File: src/logic/pwic_pkg.sv
// constants for the power-down, wake-up and interrupt sequencer block
// Functional notes
// - low-power state is entered only by the sleep instruction strobe.
// - in sleep, main clock stays on only when config word bit 11 is clear.
// - sleep with watchdog enabled clears watchdog, sets timeout, clears powerdown flag.
// - sleep ends on watchdog overflow, enabled port-B edge, or external reset pin.
// - a cleared wake enable mask bit enables its pin; a set bit disables.
// - a set edge select bit picks falling edges; cleared picks rising edges.
// - reset loads enable mask and edge select with all ones.
// - selected pin edge latches a one in its pending bit until software clears.
// - a port-B wake forces the program counter to the top address.
// - writes to pending or comparator swap with the accumulator; others plain move.
// - mode 19h or 09h pending, 1Ah edge, 1Bh enable, 1Fh direction.
// - while running, enabled port-B pending bits raise a maskable interrupt.
// - accept counter rollover when enabled and overflow, compare, capture per timer.
// - sources have equal priority; after acknowledge, block all until return.
// - acknowledge saves pc, pointer, status, mode, accumulator and vectors to 0.
// - status driven out at acknowledge has its three page select bits cleared; the saved copy keeps them.
// - interrupt return restores pc and context, re-enabling interrupts.
// - variant return also adds the accumulator to the real-time counter.
// - a port-B edge during service pends at once and is taken after return.
// - timer events during service are dropped and never interrupt later.
package pwic_pkg;
  localparam logic [7:0] MODE_PEND = 8'h19;
  localparam logic [7:0] MODE_PEND_ALT = 8'h09;
  localparam logic [7:0] MODE_EDGE = 8'h1a;
  localparam logic [7:0] MODE_EN = 8'h1b;
  localparam logic [7:0] MODE_DIR = 8'h1f;
  localparam logic [7:0] MODE_CMP = 8'h18;
  localparam logic [7:0] WAKE_RST = 8'hff;
  localparam logic [7:0] DIR_RST = 8'hff;
  localparam logic [7:0] CMP_RST = 8'h00;
  localparam logic [7:0] PEND_RST = 8'h00;
  localparam int CFG_CLK_KEEP_BIT = 11;
  localparam int STATUS_PAGE_LSB = 5;
  localparam int PAGE_BITS = 3;
  localparam int TIMER_SRCS = 6;
  typedef enum logic [0:0] {
    PWIC_RUN = 1'b0,
    PWIC_SLEEP = 1'b1
  } pwic_state_t;
endpackage

File: src/logic/pwic_edge_if.sv
// carries port-B edge selection and detected edges between the sequencer and the detector
interface pwic_edge_if #(parameter int WIDTH = 8);
  logic [WIDTH-1:0] falling_sel;
  logic [WIDTH-1:0] hit;
  modport det (input falling_sel, output hit);
  modport ctl (output falling_sel, input hit);
endinterface

File: src/logic/pwic_edge_det.sv
// port-B pin synchroniser and selected-edge detector
module pwic_edge_det #(
  parameter int WIDTH = 8
) (
  input wire logic core_clk,
  input wire logic sys_rst,
  input wire logic [WIDTH-1:0] pins,
  pwic_edge_if.det edge_bus
);
  logic [WIDTH-1:0] meta_q;
  logic [WIDTH-1:0] sync_q;
  logic [WIDTH-1:0] prev_q;
  logic [WIDTH-1:0] meta_d;
  logic [WIDTH-1:0] sync_d;
  logic [WIDTH-1:0] prev_d;

  initial begin
    if (WIDTH < 1) $error("pwic_edge_det: WIDTH must be at least 1");
  end

  always_comb begin
    meta_d = pins;
    sync_d = meta_q;
    prev_d = sync_q;
  end

  // hit is one cycle per edge because it compares two settled samples
  always_comb begin
    for (int i = 0; i < WIDTH; i++) begin
      edge_bus.hit[i] = edge_bus.falling_sel[i] ? (prev_q[i] & ~sync_q[i])
                                                : (~prev_q[i] & sync_q[i]);
    end
  end

  always_ff @(posedge core_clk or posedge sys_rst) begin
    if (sys_rst) begin
      meta_q <= '0;
      sync_q <= '0;
      prev_q <= '0;
    end else begin
      meta_q <= meta_d;
      sync_q <= sync_d;
      prev_q <= prev_d;
    end
  end
endmodule

File: src/logic/pwic_top.sv
// power-down control, port-B wake-up and interrupt context sequencer
module pwic_top #(
  parameter int PC_WIDTH = 12,
  parameter int CFG_WIDTH = 12
) (
  input wire logic core_clk,
  input wire logic sys_rst,
  input wire logic [7:0] second_port_pins,
  input wire logic external_reset_pin,
  input wire logic sleep_exec,
  input wire logic watchdog_enable,
  input wire logic watchdog_overflow,
  input wire logic [CFG_WIDTH-1:0] extended_config_word,
  input wire logic cfg_wr,
  input wire logic [7:0] mode_reg,
  input wire logic [7:0] cfg_wdata,
  output logic [7:0] cfg_rdata,
  output logic cfg_swap,
  output logic [7:0] direction_reg,
  output logic [7:0] comparator_register,
  input wire logic rtc_rollover,
  input wire logic rtc_irq_enable,
  input wire logic [pwic_pkg::TIMER_SRCS-1:0] timer_events,
  output logic irq_req,
  input wire logic irq_ack,
  input wire logic [PC_WIDTH-1:0] pc_in,
  input wire logic [7:0] fsp_in,
  input wire logic [7:0] status_in,
  input wire logic [7:0] mode_in,
  input wire logic [7:0] w_in,
  input wire logic return_from_irq,
  input wire logic return_irq_add_counter,
  output logic pc_load,
  output logic [PC_WIDTH-1:0] pc_value,
  output logic ctx_load,
  output logic [7:0] fsp_out,
  output logic [7:0] status_out,
  output logic [7:0] mode_out,
  output logic [7:0] w_out,
  output logic rtc_add,
  output logic [7:0] rtc_add_val,
  output logic low_power,
  output logic main_clk_keep,
  output logic watchdog_clear,
  output logic timeout_flag_set,
  output logic powerdown_flag_clr,
  output logic wake_reset,
  output logic in_service,
  output logic [7:0] wake_pending_flags,
  output logic [7:0] wake_enable_mask,
  output logic [7:0] wake_edge_select
);
  localparam logic [PC_WIDTH-1:0] PC_TOP = '1;
  localparam logic [PC_WIDTH-1:0] PC_VECTOR = '0;

  initial begin
    if (PC_WIDTH < 1 || PC_WIDTH > 16) $error("pwic_top: PC_WIDTH out of range");
    if (CFG_WIDTH <= pwic_pkg::CFG_CLK_KEEP_BIT) $error("pwic_top: CFG_WIDTH too small");
  end

  // port-B edge detection
  pwic_edge_if #(.WIDTH(8)) edge_bus ();
  assign edge_bus.falling_sel = wake_edge_select;

  pwic_edge_det #(.WIDTH(8)) u_edge (
    .core_clk(core_clk),
    .sys_rst(sys_rst),
    .pins(second_port_pins),
    .edge_bus(edge_bus)
  );

  // external reset pin comes from outside the clock domain
  logic rst_pin_meta_q;
  logic rst_pin_sync_q;
  always_ff @(posedge core_clk or posedge sys_rst) begin
    if (sys_rst) begin
      rst_pin_meta_q <= 1'b0;
      rst_pin_sync_q <= 1'b0;
    end else begin
      rst_pin_meta_q <= external_reset_pin;
      rst_pin_sync_q <= rst_pin_meta_q;
    end
  end

  // configuration registers reached through the port-B configuration write
  logic [7:0] en_q, en_d;
  logic [7:0] edge_q, edge_d;
  logic [7:0] pend_q, pend_d;
  logic [7:0] dir_q, dir_d;
  logic [7:0] cmp_q, cmp_d;
  logic [7:0] rdata_q, rdata_d;
  logic swap_q, swap_d;
  logic sel_pend;
  logic sel_cmp;

  assign sel_pend = (mode_reg == pwic_pkg::MODE_PEND) || (mode_reg == pwic_pkg::MODE_PEND_ALT);
  assign sel_cmp = mode_reg == pwic_pkg::MODE_CMP;

  always_comb begin
    en_d = en_q;
    edge_d = edge_q;
    dir_d = dir_q;
    cmp_d = cmp_q;
    rdata_d = rdata_q;
    swap_d = 1'b0;
    // a hardware edge in the write cycle survives the software clear
    pend_d = pend_q | edge_bus.hit;
    if (cfg_wr) begin
      unique case (1'b1)
        sel_pend: begin
          rdata_d = pend_q;
          swap_d = 1'b1;
          pend_d = cfg_wdata | edge_bus.hit;
        end
        sel_cmp: begin
          rdata_d = cmp_q;
          swap_d = 1'b1;
          cmp_d = cfg_wdata;
        end
        mode_reg == pwic_pkg::MODE_EDGE: edge_d = cfg_wdata;
        mode_reg == pwic_pkg::MODE_EN: en_d = cfg_wdata;
        mode_reg == pwic_pkg::MODE_DIR: dir_d = cfg_wdata;
        default: ;
      endcase
    end
  end

  always_ff @(posedge core_clk or posedge sys_rst) begin
    if (sys_rst) begin
      en_q <= pwic_pkg::WAKE_RST;
      edge_q <= pwic_pkg::WAKE_RST;
      pend_q <= pwic_pkg::PEND_RST;
      dir_q <= pwic_pkg::DIR_RST;
      cmp_q <= pwic_pkg::CMP_RST;
      rdata_q <= '0;
      swap_q <= 1'b0;
    end else begin
      en_q <= en_d;
      edge_q <= edge_d;
      pend_q <= pend_d;
      dir_q <= dir_d;
      cmp_q <= cmp_d;
      rdata_q <= rdata_d;
      swap_q <= swap_d;
    end
  end

  assign wake_enable_mask = en_q;
  assign wake_edge_select = edge_q;
  assign wake_pending_flags = pend_q;
  assign direction_reg = dir_q;
  assign comparator_register = cmp_q;
  assign cfg_rdata = rdata_q;
  assign cfg_swap = swap_q;

  // enabled pending bits: a cleared mask bit lets its pin through
  logic portb_active;
  assign portb_active = |(pend_q & ~en_q);

  // power-down sequencing
  pwic_pkg::pwic_state_t state_q, state_d;
  logic wdclr_d, wdclr_q;
  logic tmo_set_d, tmo_set_q;
  logic pwrdn_clr_d, pwrdn_clr_q;
  logic wake_rst_d, wake_rst_q;
  logic wake_pc_d;

  always_comb begin
    state_d = state_q;
    wdclr_d = 1'b0;
    tmo_set_d = 1'b0;
    pwrdn_clr_d = 1'b0;
    wake_rst_d = 1'b0;
    wake_pc_d = 1'b0;
    unique case (state_q)
      pwic_pkg::PWIC_RUN: begin
        if (sleep_exec) begin
          state_d = pwic_pkg::PWIC_SLEEP;
          wdclr_d = watchdog_enable;
          tmo_set_d = watchdog_enable;
          pwrdn_clr_d = watchdog_enable;
        end
      end
      pwic_pkg::PWIC_SLEEP: begin
        if (rst_pin_sync_q || (watchdog_enable && watchdog_overflow)) begin
          state_d = pwic_pkg::PWIC_RUN;
          wake_rst_d = 1'b1;
        end else if (portb_active) begin
          state_d = pwic_pkg::PWIC_RUN;
          wake_pc_d = 1'b1;
        end
      end
    endcase
  end

  always_ff @(posedge core_clk or posedge sys_rst) begin
    if (sys_rst) begin
      state_q <= pwic_pkg::PWIC_RUN;
      wdclr_q <= 1'b0;
      tmo_set_q <= 1'b0;
      pwrdn_clr_q <= 1'b0;
      wake_rst_q <= 1'b0;
    end else begin
      state_q <= state_d;
      wdclr_q <= wdclr_d;
      tmo_set_q <= tmo_set_d;
      pwrdn_clr_q <= pwrdn_clr_d;
      wake_rst_q <= wake_rst_d;
    end
  end

  assign low_power = state_q == pwic_pkg::PWIC_SLEEP;
  // in sleep, main clock held only when the keep bit is clear; other clocks are the watchdog's own
  assign main_clk_keep = ~low_power | ~extended_config_word[pwic_pkg::CFG_CLK_KEEP_BIT];
  assign watchdog_clear = wdclr_q;
  assign timeout_flag_set = tmo_set_q;
  assign powerdown_flag_clr = pwrdn_clr_q;
  assign wake_reset = wake_rst_q;

  // interrupt sources and context save/restore
  logic svc_q, svc_d;
  logic tmr_q, tmr_d;
  logic rtc_q, rtc_d;
  logic take;
  logic ret;
  logic [PC_WIDTH-1:0] pc_stk_q, pc_stk_d;
  logic [7:0] fsp_sh_q, fsp_sh_d;
  logic [7:0] st_sh_q, st_sh_d;
  logic [7:0] mode_sh_q, mode_sh_d;
  logic [7:0] w_sh_q, w_sh_d;
  logic pc_load_q, pc_load_d;
  logic [PC_WIDTH-1:0] pc_val_q, pc_val_d;
  logic ctx_q, ctx_d;
  logic [7:0] st_out_q, st_out_d;
  logic rtc_add_q, rtc_add_d;
  logic [7:0] rtc_val_q, rtc_val_d;

  assign irq_req = ~svc_q && ~low_power && (portb_active || tmr_q || rtc_q);
  assign take = irq_req && irq_ack;
  assign ret = svc_q && (return_from_irq || return_irq_add_counter);

  always_comb begin
    svc_d = svc_q;
    // timer events seen during service are dropped for good
    tmr_d = tmr_q | (~svc_q & |timer_events);
    rtc_d = rtc_q | (~svc_q & rtc_rollover & rtc_irq_enable);
    pc_stk_d = pc_stk_q;
    fsp_sh_d = fsp_sh_q;
    st_sh_d = st_sh_q;
    mode_sh_d = mode_sh_q;
    w_sh_d = w_sh_q;
    pc_load_d = wake_pc_d;
    pc_val_d = wake_pc_d ? PC_TOP : pc_val_q;
    ctx_d = 1'b0;
    st_out_d = st_out_q;
    rtc_add_d = 1'b0;
    rtc_val_d = rtc_val_q;
    if (take) begin
      svc_d = 1'b1;
      tmr_d = 1'b0;
      rtc_d = 1'b0;
      pc_stk_d = pc_in;
      fsp_sh_d = fsp_in;
      st_sh_d = status_in;
      mode_sh_d = mode_in;
      w_sh_d = w_in;
      pc_load_d = 1'b1;
      pc_val_d = PC_VECTOR;
      st_out_d = status_in;
      st_out_d[pwic_pkg::STATUS_PAGE_LSB +: pwic_pkg::PAGE_BITS] = '0;
    end else if (ret) begin
      svc_d = 1'b0;
      pc_load_d = 1'b1;
      pc_val_d = pc_stk_q;
      ctx_d = 1'b1;
      st_out_d = st_sh_q;
      rtc_add_d = return_irq_add_counter;
      rtc_val_d = w_in;
    end
  end

  always_ff @(posedge core_clk or posedge sys_rst) begin
    if (sys_rst) begin
      svc_q <= 1'b0;
      tmr_q <= 1'b0;
      rtc_q <= 1'b0;
      pc_stk_q <= '0;
      fsp_sh_q <= '0;
      st_sh_q <= '0;
      mode_sh_q <= '0;
      w_sh_q <= '0;
      pc_load_q <= 1'b0;
      pc_val_q <= '0;
      ctx_q <= 1'b0;
      st_out_q <= '0;
      rtc_add_q <= 1'b0;
      rtc_val_q <= '0;
    end else begin
      svc_q <= svc_d;
      tmr_q <= tmr_d;
      rtc_q <= rtc_d;
      pc_stk_q <= pc_stk_d;
      fsp_sh_q <= fsp_sh_d;
      st_sh_q <= st_sh_d;
      mode_sh_q <= mode_sh_d;
      w_sh_q <= w_sh_d;
      pc_load_q <= pc_load_d;
      pc_val_q <= pc_val_d;
      ctx_q <= ctx_d;
      st_out_q <= st_out_d;
      rtc_add_q <= rtc_add_d;
      rtc_val_q <= rtc_val_d;
    end
  end

  assign in_service = svc_q;
  assign pc_load = pc_load_q;
  assign pc_value = pc_val_q;
  assign ctx_load = ctx_q;
  assign fsp_out = fsp_sh_q;
  assign status_out = st_out_q;
  assign mode_out = mode_sh_q;
  assign w_out = w_sh_q;
  assign rtc_add = rtc_add_q;
  assign rtc_add_val = rtc_val_q;

  // checks
  a_sleep_entry: assert property (@(posedge core_clk) disable iff (sys_rst)
    $rose(low_power) |-> $past(sleep_exec))
    else $error("low-power state entered without sleep instruction");
  a_wd_sleep: assert property (@(posedge core_clk) disable iff (sys_rst)
    (!low_power && sleep_exec && watchdog_enable) |=> (watchdog_clear && timeout_flag_set
      && powerdown_flag_clr && low_power))
    else $error("watchdog sleep side effects missing");
  a_clk_keep: assert property (@(posedge core_clk) disable iff (sys_rst)
    low_power |-> (main_clk_keep == !extended_config_word[pwic_pkg::CFG_CLK_KEEP_BIT]))
    else $error("main clock keep does not follow config bit");
  a_portb_wake: assert property (@(posedge core_clk) disable iff (sys_rst)
    (low_power && portb_active && !rst_pin_sync_q && !(watchdog_enable && watchdog_overflow))
      |=> (!low_power && pc_load && pc_value == PC_TOP))
    else $error("port-B wake did not load top address");
  a_pend_sticky: assert property (@(posedge core_clk) disable iff (sys_rst)
    (edge_bus.hit != 8'h00) |=> ((wake_pending_flags & $past(edge_bus.hit)) == $past(edge_bus.hit)))
    else $error("detected edge not latched as pending");
  a_swap_read: assert property (@(posedge core_clk) disable iff (sys_rst)
    (cfg_wr && sel_pend) |=> (cfg_swap && cfg_rdata == $past(wake_pending_flags)))
    else $error("pending swap returned wrong value");
  a_enable_write: assert property (@(posedge core_clk) disable iff (sys_rst)
    (cfg_wr && mode_reg == pwic_pkg::MODE_EN) |=> (wake_enable_mask == $past(cfg_wdata)) && !cfg_swap)
    else $error("enable mask write failed");
  a_block_nest: assert property (@(posedge core_clk) disable iff (sys_rst)
    (in_service && !ret) |=> (in_service && !irq_req))
    else $error("interrupt requested during service");
  a_ack_vector: assert property (@(posedge core_clk) disable iff (sys_rst)
    take |=> (in_service && pc_load && pc_value == PC_VECTOR
      && status_out[pwic_pkg::STATUS_PAGE_LSB +: pwic_pkg::PAGE_BITS] == 3'h0))
    else $error("acknowledge did not vector to zero with clear page bits");
  a_return_pc: assert property (@(posedge core_clk) disable iff (sys_rst)
    ret |=> (!in_service && ctx_load && pc_value == $past(pc_stk_q) && rtc_add
      == $past(return_irq_add_counter)))
    else $error("return did not restore context");
  a_timer_drop: assert property (@(posedge core_clk) disable iff (sys_rst)
    (in_service && !tmr_q && !ret) |=> !tmr_q)
    else $error("timer event during service was kept");
  c_portb_irq: cover property (@(posedge core_clk) disable iff (sys_rst) take && portb_active);
  c_sleep_wake: cover property (@(posedge core_clk) disable iff (sys_rst)
    low_power ##1 !low_power && pc_load);
  c_ret_add: cover property (@(posedge core_clk) disable iff (sys_rst)
    ret && return_irq_add_counter);
endmodule

File: config.mk
export PLATFORM = sky130hd
export DESIGN_NAME = pwic_top
export DESIGN_NICKNAME = d
export VERILOG_FILES = /design/src/logic/pwic_pkg.sv /design/src/logic/pwic_edge_if.sv /design/src/logic/pwic_edge_det.sv /design/src/logic/pwic_top.sv
export SDC_FILE = /design/constraint.sdc
export NUM_CORES = 1
export LEC_CHECK = 0
export ABC_AREA = 1
export BUFFER_PORTS_ARGS = -buffer_cell sky130_fd_sc_hd__buf_2
export CAP_MARGIN = 30
export CELL_PAD_IN_SITES_DETAIL_PLACEMENT = 0
export CELL_PAD_IN_SITES_GLOBAL_PLACEMENT = 2
export CORE_ASPECT_RATIO = 0.9
export CORE_UTILIZATION = 32
export DETAILED_ROUTE_END_ITERATION = 16
export GPL_ROUTABILITY_DRIVEN = 1
export GPL_TIMING_DRIVEN = 0
export PLACE_DENSITY = 0.87
export SYNTH_ARGS = -nofsm -noshare
export SYNTH_HDL_FRONTEND = slang
export SYNTH_SLANG_ARGS = --single-unit
export TNS_END_PERCENT = 10
File: constraint.sdc
create_clock -name core_clk -period 9.45 [get_ports core_clk]
set_clock_uncertainty 0.2 [all_clocks]
set_input_delay 1.4175 -clock core_clk [delete_from_list [all_inputs] [get_ports core_clk]]
set_output_delay 1.4175 -clock core_clk [all_outputs]
set_load 0.05 [all_outputs]
Word level (Yosys, flattened, before mapping)
Index checks and enable logic that the tools add are counted.
{"block": "word_totals", "register_bits": 156, "inputBits": 98, "output_inout_bits": 112}
{"block": "classes", "eq_ne": 6, "mux": 39, "n_bitwise": 46, "n_reduce_logical": 22}
{"op": "8-bit by 5-bit == test with 1-bit output, second input constant", "count": 5}
{"op": "12-bit 2-to-1 mux", "count": 3}
{"op": "8-bit 2-to-1 mux", "count": 4}
{"op": "1-bit 2-to-1 mux", "count": 30}
{"op": "1-bit NOT", "count": 20}
{"op": "1-bit bitwise AND", "count": 19}
{"op": "8-bit bitwise OR", "count": 2}
{"op": "8-bit case mux with 2 select lines", "count": 1}
{"op": "2-bit AND reduction", "count": 6}
{"op": "8-bit bitwise AND", "count": 1}
{"op": "8-bit by 4-bit == test with 1-bit output, second input constant", "count": 1}
{"op": "8-bit NOT", "count": 1}
{"op": "8-bit OR reduction", "count": 1}
{"op": "6-bit OR reduction", "count": 1}
{"op": "1-bit logical AND", "count": 5}
{"op": "1-bit logical OR", "count": 5}
{"op": "2-bit nonzero test", "count": 2}
{"op": "1-bit bitwise OR", "count": 3}
{"op": "3-bit nonzero test", "count": 1}
{"op": "1-bit case mux with 2 select lines", "count": 1}
{"op": "2-bit OR reduction", "count": 1}

Depth between registers and ports, before layout
Gate-level depths: netlist (run 1).
{"block": "logic_depth", "word_depth": 9, "depth_mapped": 10, "ltp_nobuf": 10}

Modules after synthesis
A second synthesis (run 1) with hierarchy kept.
{"block": "unflattened", "cells_unflattened": 671, "hier_area_um2": 6263.5}
{"mod": "pwic_top", "n_inst": 1, "cells_each": 598, "area_each_um2": 5459.0}
{"mod": "pwic_edge_det", "n_inst": 1, "cells_each": 73, "area_each_um2": 804.5}

Least setup slack after synthesis (run 1)
No wires, ideal clock.
{"block": "synth_timing", "path_type": "input port to output port", "start": "input extended_config_word[11]", "end": "output main_clk_keep", "arrival_time_ps": 1749, "required_time_ps": 7832, "path_slack_ps": 6083, "stages": 1, "n_path_buf": 0, "path_cell_list": "nand2_1"}
{"block": "synth_via", "elab_chain_len": 2}
{"item": "start, declared", "line_no": "pwic_top.sv:13", "rtl": "input wire logic [CFG_WIDTH-1:0] extended_config_word,"}
{"item": "1-bit NOT", "line_no": "pwic_top.sv:214", "rtl": "assign main_clk_keep = ~low_power | ~extended_config_word[pwic_pkg::CFG_CLK_KEEP_BIT];"}
{"item": "1-bit bitwise OR", "line_no": "pwic_top.sv:214"}
{"item": "end, declared", "line_no": "pwic_top.sv:43", "rtl": "output logic main_clk_keep,"}
Every way passes these cells.

Worst setup path after layout (run 1)
{"block": "layout_timing", "start": "register en_q[2] (netlist: wake_enable_mask[2])", "end": "output irq_req"}
{"block": "layout_via", "elab_chain_len": 6}
{"item": "start, declared", "line_no": "pwic_top.sv:86", "rtl": "logic [7:0] en_q, en_d;"}
{"item": "start signal, assigned", "line_no": "pwic_top.sv:130", "rtl": "en_q <= pwic_pkg::WAKE_RST;"}
{"item": "start signal, assigned", "line_no": "pwic_top.sv:138", "rtl": "en_q <= en_d;"}
{"item": "8-bit NOT", "line_no": "pwic_top.sv:158", "rtl": "assign portb_active = |(pend_q & ~en_q);"}
{"item": "8-bit bitwise AND", "line_no": "pwic_top.sv:158"}
{"item": "8-bit OR reduction", "line_no": "pwic_top.sv:158"}
{"item": "1-bit logical OR (2 in a row)", "line_no": "pwic_top.sv:238", "rtl": "assign irq_req = ~svc_q && ~low_power && (portb_active || tmr_q || rtc_q);"}
{"item": "1-bit logical AND", "line_no": "pwic_top.sv:238"}
{"item": "end, declared", "line_no": "pwic_top.sv:24", "rtl": "output logic irq_req,"}
Every way passes these cells.

==> results of run 1 <==
[cells in the mapped netlist (2+ instances only)]
| cell type | count |
|---|---|
| nand2_1 | 191 |
| dfrtp_1 | 132 |
| inv_1 | 88 |
| o21ai_0 | 85 |
| nor2_1 | 42 |
| dfstp_2 | 24 |
| nand3_1 | 23 |
| buf_2 | 8 |
| clkbuf_1 | 8 |
| o2111ai_1 | 8 |
| o21ai_2 | 8 |
| nand4_1 | 6 |
| and2_1 | 5 |
| buf_4 | 5 |
| nand2_2 | 3 |
| nor2_2 | 3 |
| nand3_4 | 2 |
[worst max-delay path: stages, from the launching register on]
cell and delay (ns):
dfstp_2 0.55, inv_1 0.04, nand2_1 0.04, nand2_1 0.07
nor2_2 0.19, nand3_2 0.22, nand2_1 0.11, inv_1 0.04
buf_2 0.20
[power by group through the flow]
stage | logic, uW | clock network [uW] | registers, uW
after floorplan | 250 | 0 | 1420
after global placement | 965 | 0 | 960
after detailed placement | 972 | 0 | 963
after CTS | 972 | 761 | 955
after global routing | 1030 | 788 | 981
final | 959 | 741 | 953
[cell families (layout without fill, tap and decap cells)]
logic type | Yosys count | after routing | synth area share
other | 0 | 1 | 0
and+or+nand+nor | 281 | 281 | 0.193
buffers and inverters | 112 | 343 | 0.0740
AOI/OAI and AO/OA | 106 | 106 | 0.0973
DFF | 156 | 156 | 0.636
[routing by layer]
metal / global-route usage / wire length (um)
met1: 0.249 / 8070
met2: 0.262 / 7430
met3: 0.0517 / 881
met4: 0.0412 / 116
met5: 0 / 13
[cell type report]
type | count | area (um^2)
Antenna cell | 1 | 2.50
Sequential cell | 156 | 3930
Clock buffer | 21 | 460
Timing Repair Buffer | 199 | 1020
Buffer | 23 | 124
Fill cell | 1852 | 10500
Clock inverter | 11 | 181
Multi-Input combinational cell | 387 | 1790
Tap cell | 245 | 307
Inverter | 89 | 342
[final timing paths]
kind | endpoint | from | cells past startpoint | slack [ns]
worst min-delay path | u_edge.prev_d[4] | u_edge.meta_q[4] | 0 | 0.15
worst max register to register | pc_stk_q[2] | wake_enable_mask[2] | 8 | 7.23
max in group asynchronous | wake_edge_select[5] | sys_rst | 3 | 7.40
min in group asynchronous | fsp_out[3] | sys_rst | 2 | 0.83
worst min register to register | u_edge.prev_d[4] | u_edge.meta_q[4] | 0 | 0.15
worst max-delay path | irq_req | wake_enable_mask[2] | 8 | 5.95
[cells in the final DEF (no fill, tap or decap), types with 2 or more instances in the layout]
master      synthesis  routed
nand3_1            23      23
nand2_2             3       3
inv_1              88      87
nand2_1           191     191
nand4_1             6       6
nor2_2              3       3
buf_2               8     206
inv_6               0       3
nand3_4             2       2
clkbuf_1            8      10
clkinvlp_4          0       2
and2_1              5       5
o21ai_0            85      85
clkbuf_8            0       2
bufinv_16           0       4
o2111ai_1           8       8
o21ai_2             8       8
clkbuf_16           0      17
buf_4               5       5
inv_8               0       2
nor2_1             42      42
dfrtp_1           132     132
dfstp_2            24      24
[through the flow]
step | utilization | worst slack (ns) | cells
floorplan | - | 3.67 | 655
global placement | 0.401 | 1.61 | 1098
detailed placement | 0.403 | 6.01 | 1099
CTS | 0.438 | 5.89 | 1131
global route | 0.438 | 5.78 | 1131
finish | 0.438 | 5.95 | 1132
==> results.cfg, run 1 <==
[outcome]
status = finished, final reports clean

[placement]
place_congestion = 0.757
hpwl_um = 12200
placed_area_mm2 = 0.00752
io_buffer_count = 198

[timing]
drv_slew = 0
min_period_ns = 3.50
fmax_mhz = 286
finalSetupTns_ns = 0
relSlewSlack = 0.593
rsz0062_at_grt = no
tightest_slew_ns = 0.606
whs_ns = 0.148
fin_crit_sh = 0.370
hold_viol_final = 0
final-setup-viol-count = 0

[global_route]
grt_max_degree = 86
antenna_found_initial = 2
track_usage = 0.175
grt_pass1_vias = 4881
grt_overflow = 0
grt_pass1_wl_um = 26600

[floorplan]
ios = 210
design.die.area_mm2 = 0.0199
die_w_um = 149
die_h_um = 134
fp-row-count = 47
core_area_mm2 = 0.0186
initial_core_util = 0.332

[finish]
drive_above_1_share = 0.327
final_cell_area_mm2 = 0.00816
area_delta_synth_final_pct = 32.0
layout.nets = 971

[route]
drc_errors = 0
vias = 4928
wl_um = 16500
wl_per_cell_um = 14.6
viasPerCell = 4.35
dr.pass1.iters = 4
drt_iter0_markers = 263
ant_nets = 0

[setup_path]
cp_max_fo = 7
path_class = reg -> out
startpoint_type = flip-flop
end_kind = primary output
cp_data_arrival_time_ns = 1.88
cp.required_ns = 7.83

[power_and_ir_drop]
p_per_area_mw_per_mm2 = 325
pwr-share-seq = 0.359
comb_power_share = 0.362
power_switching_uw = 1120
power_uw = 2650
p_int_uw = 1540
p_leak_uw = 0.00433
pwr-share-clk = 0.279
max-vdd-ir-drop_uv = 162
swShare = 0.421

[clocking]
htree_num_levels = 4
cts_sinks = 156
cts_tree = done
cts_setup_buffers = 0
cts_hold_buf = 0
clk_pin_slew_ns = 0.07
cts_made_buffers = 17
clockBufferDepth = 2
clock-root-buffer = clkbuf_16
cts.repair.resized = 0
clkLatencyLatePin_ns = 0.42

[synth]
synth_edf_count = 0
yosysTopAreaCell = dfrtp_1
synth_seq_cells = 156
synth_flop_cell = dfrtp_1
synth.cell_area_mm2 = 0.00618
syn_avg_cell_area_um2 = 9.44
synth_nets = 753
ys_warn_count = 0
synthTopCellsByArea = dfrtp_1 53%, nand2_1 12%, dfstp_2 10%
ys_async_sr_fraction = 1.00
synthDistinctLibCells = 31
synth-seq-area-share = 0.636
synthCells = 655
netlist.area_leader.share = 0.534

[worst_hold_path]
hold_path.class = reg -> reg

[flow_run]
cap_violations = 0
Note: power is estimated with default switching activity, not from simulation.
==> run 2, diff against run 1 <==
Settings changed: CORE_UTILIZATION 32 to 26, PLACE_DENSITY 0.87 to 0.76.
Clock period 9.45 ns to 2.9 ns, I/O delays scaled along.
==> run 2 against run 1 <==
Against the previous run: sequential share of layout area decreased by 1.3 points; clock power rose to 3.3 times the previous value; combinational power rose to 3.3 times the previous value; total power rose to 3.3 times the previous value; critical path type unchanged; largest cell class unchanged; largest power group unchanged.
==> results.cfg, run 2 (synthesis gave the netlist of run 1 again) <==
[outcome]
status = finished, final reports clean

[power_and_ir_drop]
p_per_area_mw_per_mm2 = 1040
p_leak_uw = 0.00439
max-vdd-ir-drop_uv = 517

[floorplan]
die_h_um = 148
ios = 210
core_area_mm2 = 0.0233
design.die.area_mm2 = 0.0244
die_w_um = 165
fp-row-count = 53
initial_core_util = 0.265

[clocking]
clkLatencyLatePin_ns = 0.42
clk_pin_slew_ns = 0.07
cts_setup_buffers = 0
cts.repair.resized = 0
cts_sinks = 156
clockBufferDepth = 2
cts_tree = done
cts_hold_buf = 11
htree_num_levels = 4
clock-root-buffer = clkbuf_16
cts_made_buffers = 17

[worst_hold_path]
hold_path.class = in -> reg
min_from = mode_in[5]

[setup_path]
crit_start = wake_enable_mask[5]
path_delay_family = simple AND/OR/NAND/NOR gates
slowest_stage = dfstp_2
path_class = reg -> out
startpoint_type = flip-flop
cp.required_ns = 2.27
cp_data_arrival_time_ns = 1.93
cp_num_buf_inv = 3
end_kind = primary output
cp_common_cell = nand2_1
max_stage_delay_ns = 0.56
r2r-start = wake_enable_mask[5]
crit_chain = inv_1, nand2_1, nand2_1, nor2_2, nand3_2, nand2_1, inv_1, buf_2
cp_max_fo = 7

[global_route]
grt_pass1_wl_um = 28100
track_usage = 0.153
grt_max_degree = 38
antenna_found_initial = 1
grt_pass1_vias = 4995
grt_overflow = 0

[timing]
final-setup-viol-count = 0
fin_crit_sh = 0.883
drv_slew = 0
whs_ns = 0.0382
rsz0062_at_grt = no
relSlewSlack = 0.564
finalSetupTns_ns = 0
hold_viol_final = 0
min_period_ns = 2.56
fmax_mhz = 390
tightest_slew_ns = 0.653

[route]
drc_errors = 0
dr.pass1.iters = 4
wl_um = 17900
drt_iter0_markers = 239
vias = 4984
wl_per_cell_um = 14.9
viasPerCell = 4.15
ant_nets = 0

[placement]
io_buffer_count = 198
hpwl_um = 13400
place_congestion = 0.745

[finish]
layout.nets = 985
layout_commonest_cell = buf_2
area_delta_synth_final_pct = 35.5
drive_above_1_share = 0.326
n_antenna_cell = 0
final_cell_mix = 206 x buf_2, 191 x nand2_1, 132 x dfrtp_1
fillers = 2506

[flow_run]
cap_violations = 0
## run 2: cell count changes in the layout (fill, tap and decap cells not counted), moves of 2 or more
cell           delta
inv_6             -2
dlygate4sd3_1    +11
clkinv_4          +2
buf_12            +4
## run 2: routing by layer
| layer | GRT usage | up-vias | wire (um) |
|---|---|---|---|
| met2 | 0.221 | 111 | 7850 |
| met1 | 0.219 | 2324 | 8840 |
| li1 | - | 2532 | - |
| met4 | 0.0486 | 0 | 252 |
| met5 | 0 | - | 0 |
| met3 | 0.0418 | 17 | 914 |
## run 2: final cells by class
| type | count | area, um^2 | share of cell area |
|---|---|---|---|
| clock buffers | 20 | 447 | 0.0533 |
| well taps | 302 | 378 | 0.0451 |
| repair buffers | 213 | 1180 | 0.141 |
| multi-input cells | 387 | 1790 | 0.214 |
| flip-flops and latches | 156 | 3930 | 0.469 |
| plain buffers | 23 | 124 | 0.0148 |
| clock inverters | 12 | 186 | 0.0222 |
| inverters | 89 | 338 | 0.0403 |
## run 2: report_power, final
part,leakage (uW),switching (uW),internal (uW)
logic,0.00225,2460,720
clock network,0.000303,934,1480
registers,0.00184,310,2800
total,0.00439,3700,4990
## run 2: tightest hold or removal path: stages
cell	delay [ns]
buf_2	0.09
inv_1	0.04
o21ai_1	0.06
## run 2: path summary, 6_finish.rpt
check                      depth (start not counted)  slack (ns)                  end
max reg2reg                                       10        0.65        status_out[1]
min                                                3        0.04          mode_out[5]
max                                                8        0.34              irq_req
min reg2reg                                        0        0.15     u_edge.prev_d[5]
max in group asynchronous                          5        1.12  wake_edge_select[6]
min in group asynchronous                          3        0.45       rtc_add_val[3]
## run 2: per-stage QoR
stage / utilization / power, uW / cell area (um^2) / setup WS, ns / std cells
floorplan: - / 5450 / 6190 / 0.312 / 655
global placement: 0.324 / 6310 / 7560 / -0.923 / 1155
detailed placement: 0.327 / 6340 / 7640 / 0.489 / 1159
CTS: 0.359 / 8810 / 8380 / 0.291 / 1202
global route: 0.359 / 9200 / 8380 / 0.205 / 1202
finish: 0.359 / 8690 / 8380 / 0.339 / 1202
==> run 3, diff against run 2 <==
Settings changed: ABC_AREA 1 to not set, CORE_UTILIZATION 26 to 29, PLACE_DENSITY 0.76 to 0.78.
==> run 3 against run 2 <==
Against the previous run: routed wire length shrank 12%; sequential share of layout area grew 1.1 points; utilization grew 4.6 points; sequential power shrank 15%; area after synthesis shrank 1.9%; via count shrank 10%; total power shrank 26%; combinational power shrank 51%; clock-buffer cell count shrank 1; die area shrank 12%; non-clock buffer count grew 1; critical endpoint unchanged.
==> results.cfg, run 3 <==
[outcome]
status = finished, final reports clean

[synth]
synth_nets = 555
ys_warn_count = 0
synth.most_common_cell = dfrtp_1
syn_avg_cell_area_um2 = 13.3
yosysTopAreaCell = dfrtp_1
netlist.area_leader.share = 0.544
synthTopCellsByArea = dfrtp_1 54%, mux2_2 16%, dfstp_2 10%
synth.cell_area_mm2 = 0.00607
synth_flop_cell = dfrtp_1
synthDistinctLibCells = 38
synth-seq-area-share = 0.648
ys_async_sr_fraction = 1.00
synthCells = 457
synth_edf_count = 0
synth_seq_cells = 156
ys_top_cells_by_count = 132 x dfrtp_1, 85 x mux2_2, 81 x nand2_1

[timing]
finalWorstSetupSlack_ns = 0.199
fmax_mhz = 370
hold_viol_final = 0
fin_crit_sh = 0.931
final-setup-viol-count = 0
min_period_ns = 2.70
tightest_slew_ns = 0.767
relSlewSlack = 0.487
rsz0062_at_grt = no
drv_slew = 0
finalSetupTns_ns = 0

[setup_path]
regToRegEndpoint = pc_load
slowest_stage = a2111oi_4
endpoint = irq_req
crit_start = wake_enable_mask[2]
end_kind = primary output
cp_max_fo = 4
cp.required_ns = 2.27
cp_data_arrival_time_ns = 2.07
r2r-start = wake_enable_mask[2]
path_class = reg -> out
crit_chain = nor2b_1, a2111oi_4, a311oi_1, buf_2
startpoint_type = flip-flop
reg2regPathDepth = 6
r2r_setup_slack_ns = 0.37
max_stage_delay_ns = 0.57

[route]
wl_um = 15700
ant_nets = 0
drc_errors = 0
dr.pass1.iters = 7
viasPerCell = 4.67
wl_per_cell_um = 16.4
drt_iter0_markers = 167
vias = 4475

[placement]
post-place-ws_ns = 0.344
placed_area_mm2 = 0.00747
place_congestion = 0.765
io_buffer_count = 198
hpwl_um = 11700

[global_route]
grt_overflow = 0
gr-usage-met3 = 0.0480
antenna_found_initial = 2
use_met1 = 0.195
grt_pass1_vias = 4779
busiest_layer = met2
track_usage = 0.154
grt_max_degree = 44
use_met2 = 0.242
grt_pass1_wl_um = 25400

[floorplan]
die_w_um = 154
design.die.area_mm2 = 0.0215
core_area_mm2 = 0.0202
initial_core_util = 0.300
die_h_um = 139
ios = 210
fp-row-count = 49

[clocking]
cts_sinks = 156
clk_pin_slew_ns = 0.06
cts_made_buffers = 17
htree_num_levels = 4
clock-root-buffer = clkbuf_16
clkLatencyLatePin_ns = 0.42
cts_tree = done
clockBufferDepth = 2
cts_setup_buffers = 0

[flow_run]
cap_violations = 0

[finish]
n_antenna_cell = 0
area_delta_synth_final_pct = 34.9
drive_above_1_share = 0.510
layout.nets = 789
final_cell_mix = 205 x buf_2, 132 x dfrtp_1, 85 x mux2_2
layout_commonest_cell = buf_2
final_cell_area_mm2 = 0.00819

[worst_hold_path]
hold_path.class = in -> reg

[power_and_ir_drop]
p_per_area_mw_per_mm2 = 789
max-vdd-ir-drop_uv = 480
p_leak_uw = 0.00388
-- run 3: kinds of logic (layout without fill, tap and decap cells) --
kind of cell           Yosys count  in the layout  share of synthesized area
flip-flops                     156            156                      0.648
AND/OR/NAND/NOR                135            135                     0.0987
multiplexers                    94             94                      0.173
buffers and inverters           28            275                     0.0225
AO/OA/AOI/OAI                   44             44                     0.0579
-- run 3: metal layers --
metal	vias to the layer above	share of wire
met1	2228	0.44
li1	2078	-
met3	30	0.057
met2	135	0.47
met5	-	0.0017
met4	4	0.024
-- run 3: worst max-delay path: cells and delay by family (launching register included) --
kind,cells,cell delay (ns)
DFF,1,0.55
buffers and inverters,1,0.26
AOI/OAI and AO/OA,2,0.78
and+or+nand+nor,1,0.07
-- run 3: worst min path at each step --
stage	from	slack, ns	to	depth (start not counted)
after CTS	w_in[6]	0.00007	rtc_add_val[6]	3
after detailed placement	u_edge.meta_q[5]	0.13	u_edge.prev_d[5]	0
after floorplan	rst_pin_meta_q	0.13	rst_pin_sync_q	0
final	w_in[0]	0.02	rtc_add_val[0]	3
after global placement	u_edge.meta_q[5]	0.13	u_edge.prev_d[5]	0
after global routing	w_in[5]	0.002	rtc_add_val[5]	3
-- run 3: timing repair --
| item | CTS | global route |
|---|---|---|
| hold buffers | 12 | 0 |
| resized for setup | 0 | 0 |
| endpoints found under the hold margin | 25 | 0 |
-- run 3: final cells by class --
cell class	count	area [um^2]
Sequential cell	156	3930
Clock inverter	13	165
Clock buffer	19	433
Multi-Input combinational cell	273	2000
Inverter	6	26.3
Fill cell	1988	12000
Timing Repair Buffer	215	1200
Buffer	22	114
Tap cell	255	319
-- run 3: per-stage QoR --
step | hold slack [ns] | utilization | instances | power (uW)
3_5_place_dp | 0.135 | 0.369 | 915 | 4230
6_report | 0.0203 | 0.405 | 959 | 6460
5_1_grt | 0.00195 | 0.405 | 959 | 6760
3_3_place_gp | 0.131 | 0.365 | 910 | 4190
4_1_cts | 0.0000671 | 0.405 | 959 | 6560
2_1_floorplan | 0.131 | - | 457 | 3790
-- run 3: where the power goes --
part / switching [uW] / leakage [uW] / internal (uW)
Sequential: 151 / 0.00180 / 2480
Clock: 910 / 0.000281 / 1360
Combinational: 1120 / 0.00180 / 443
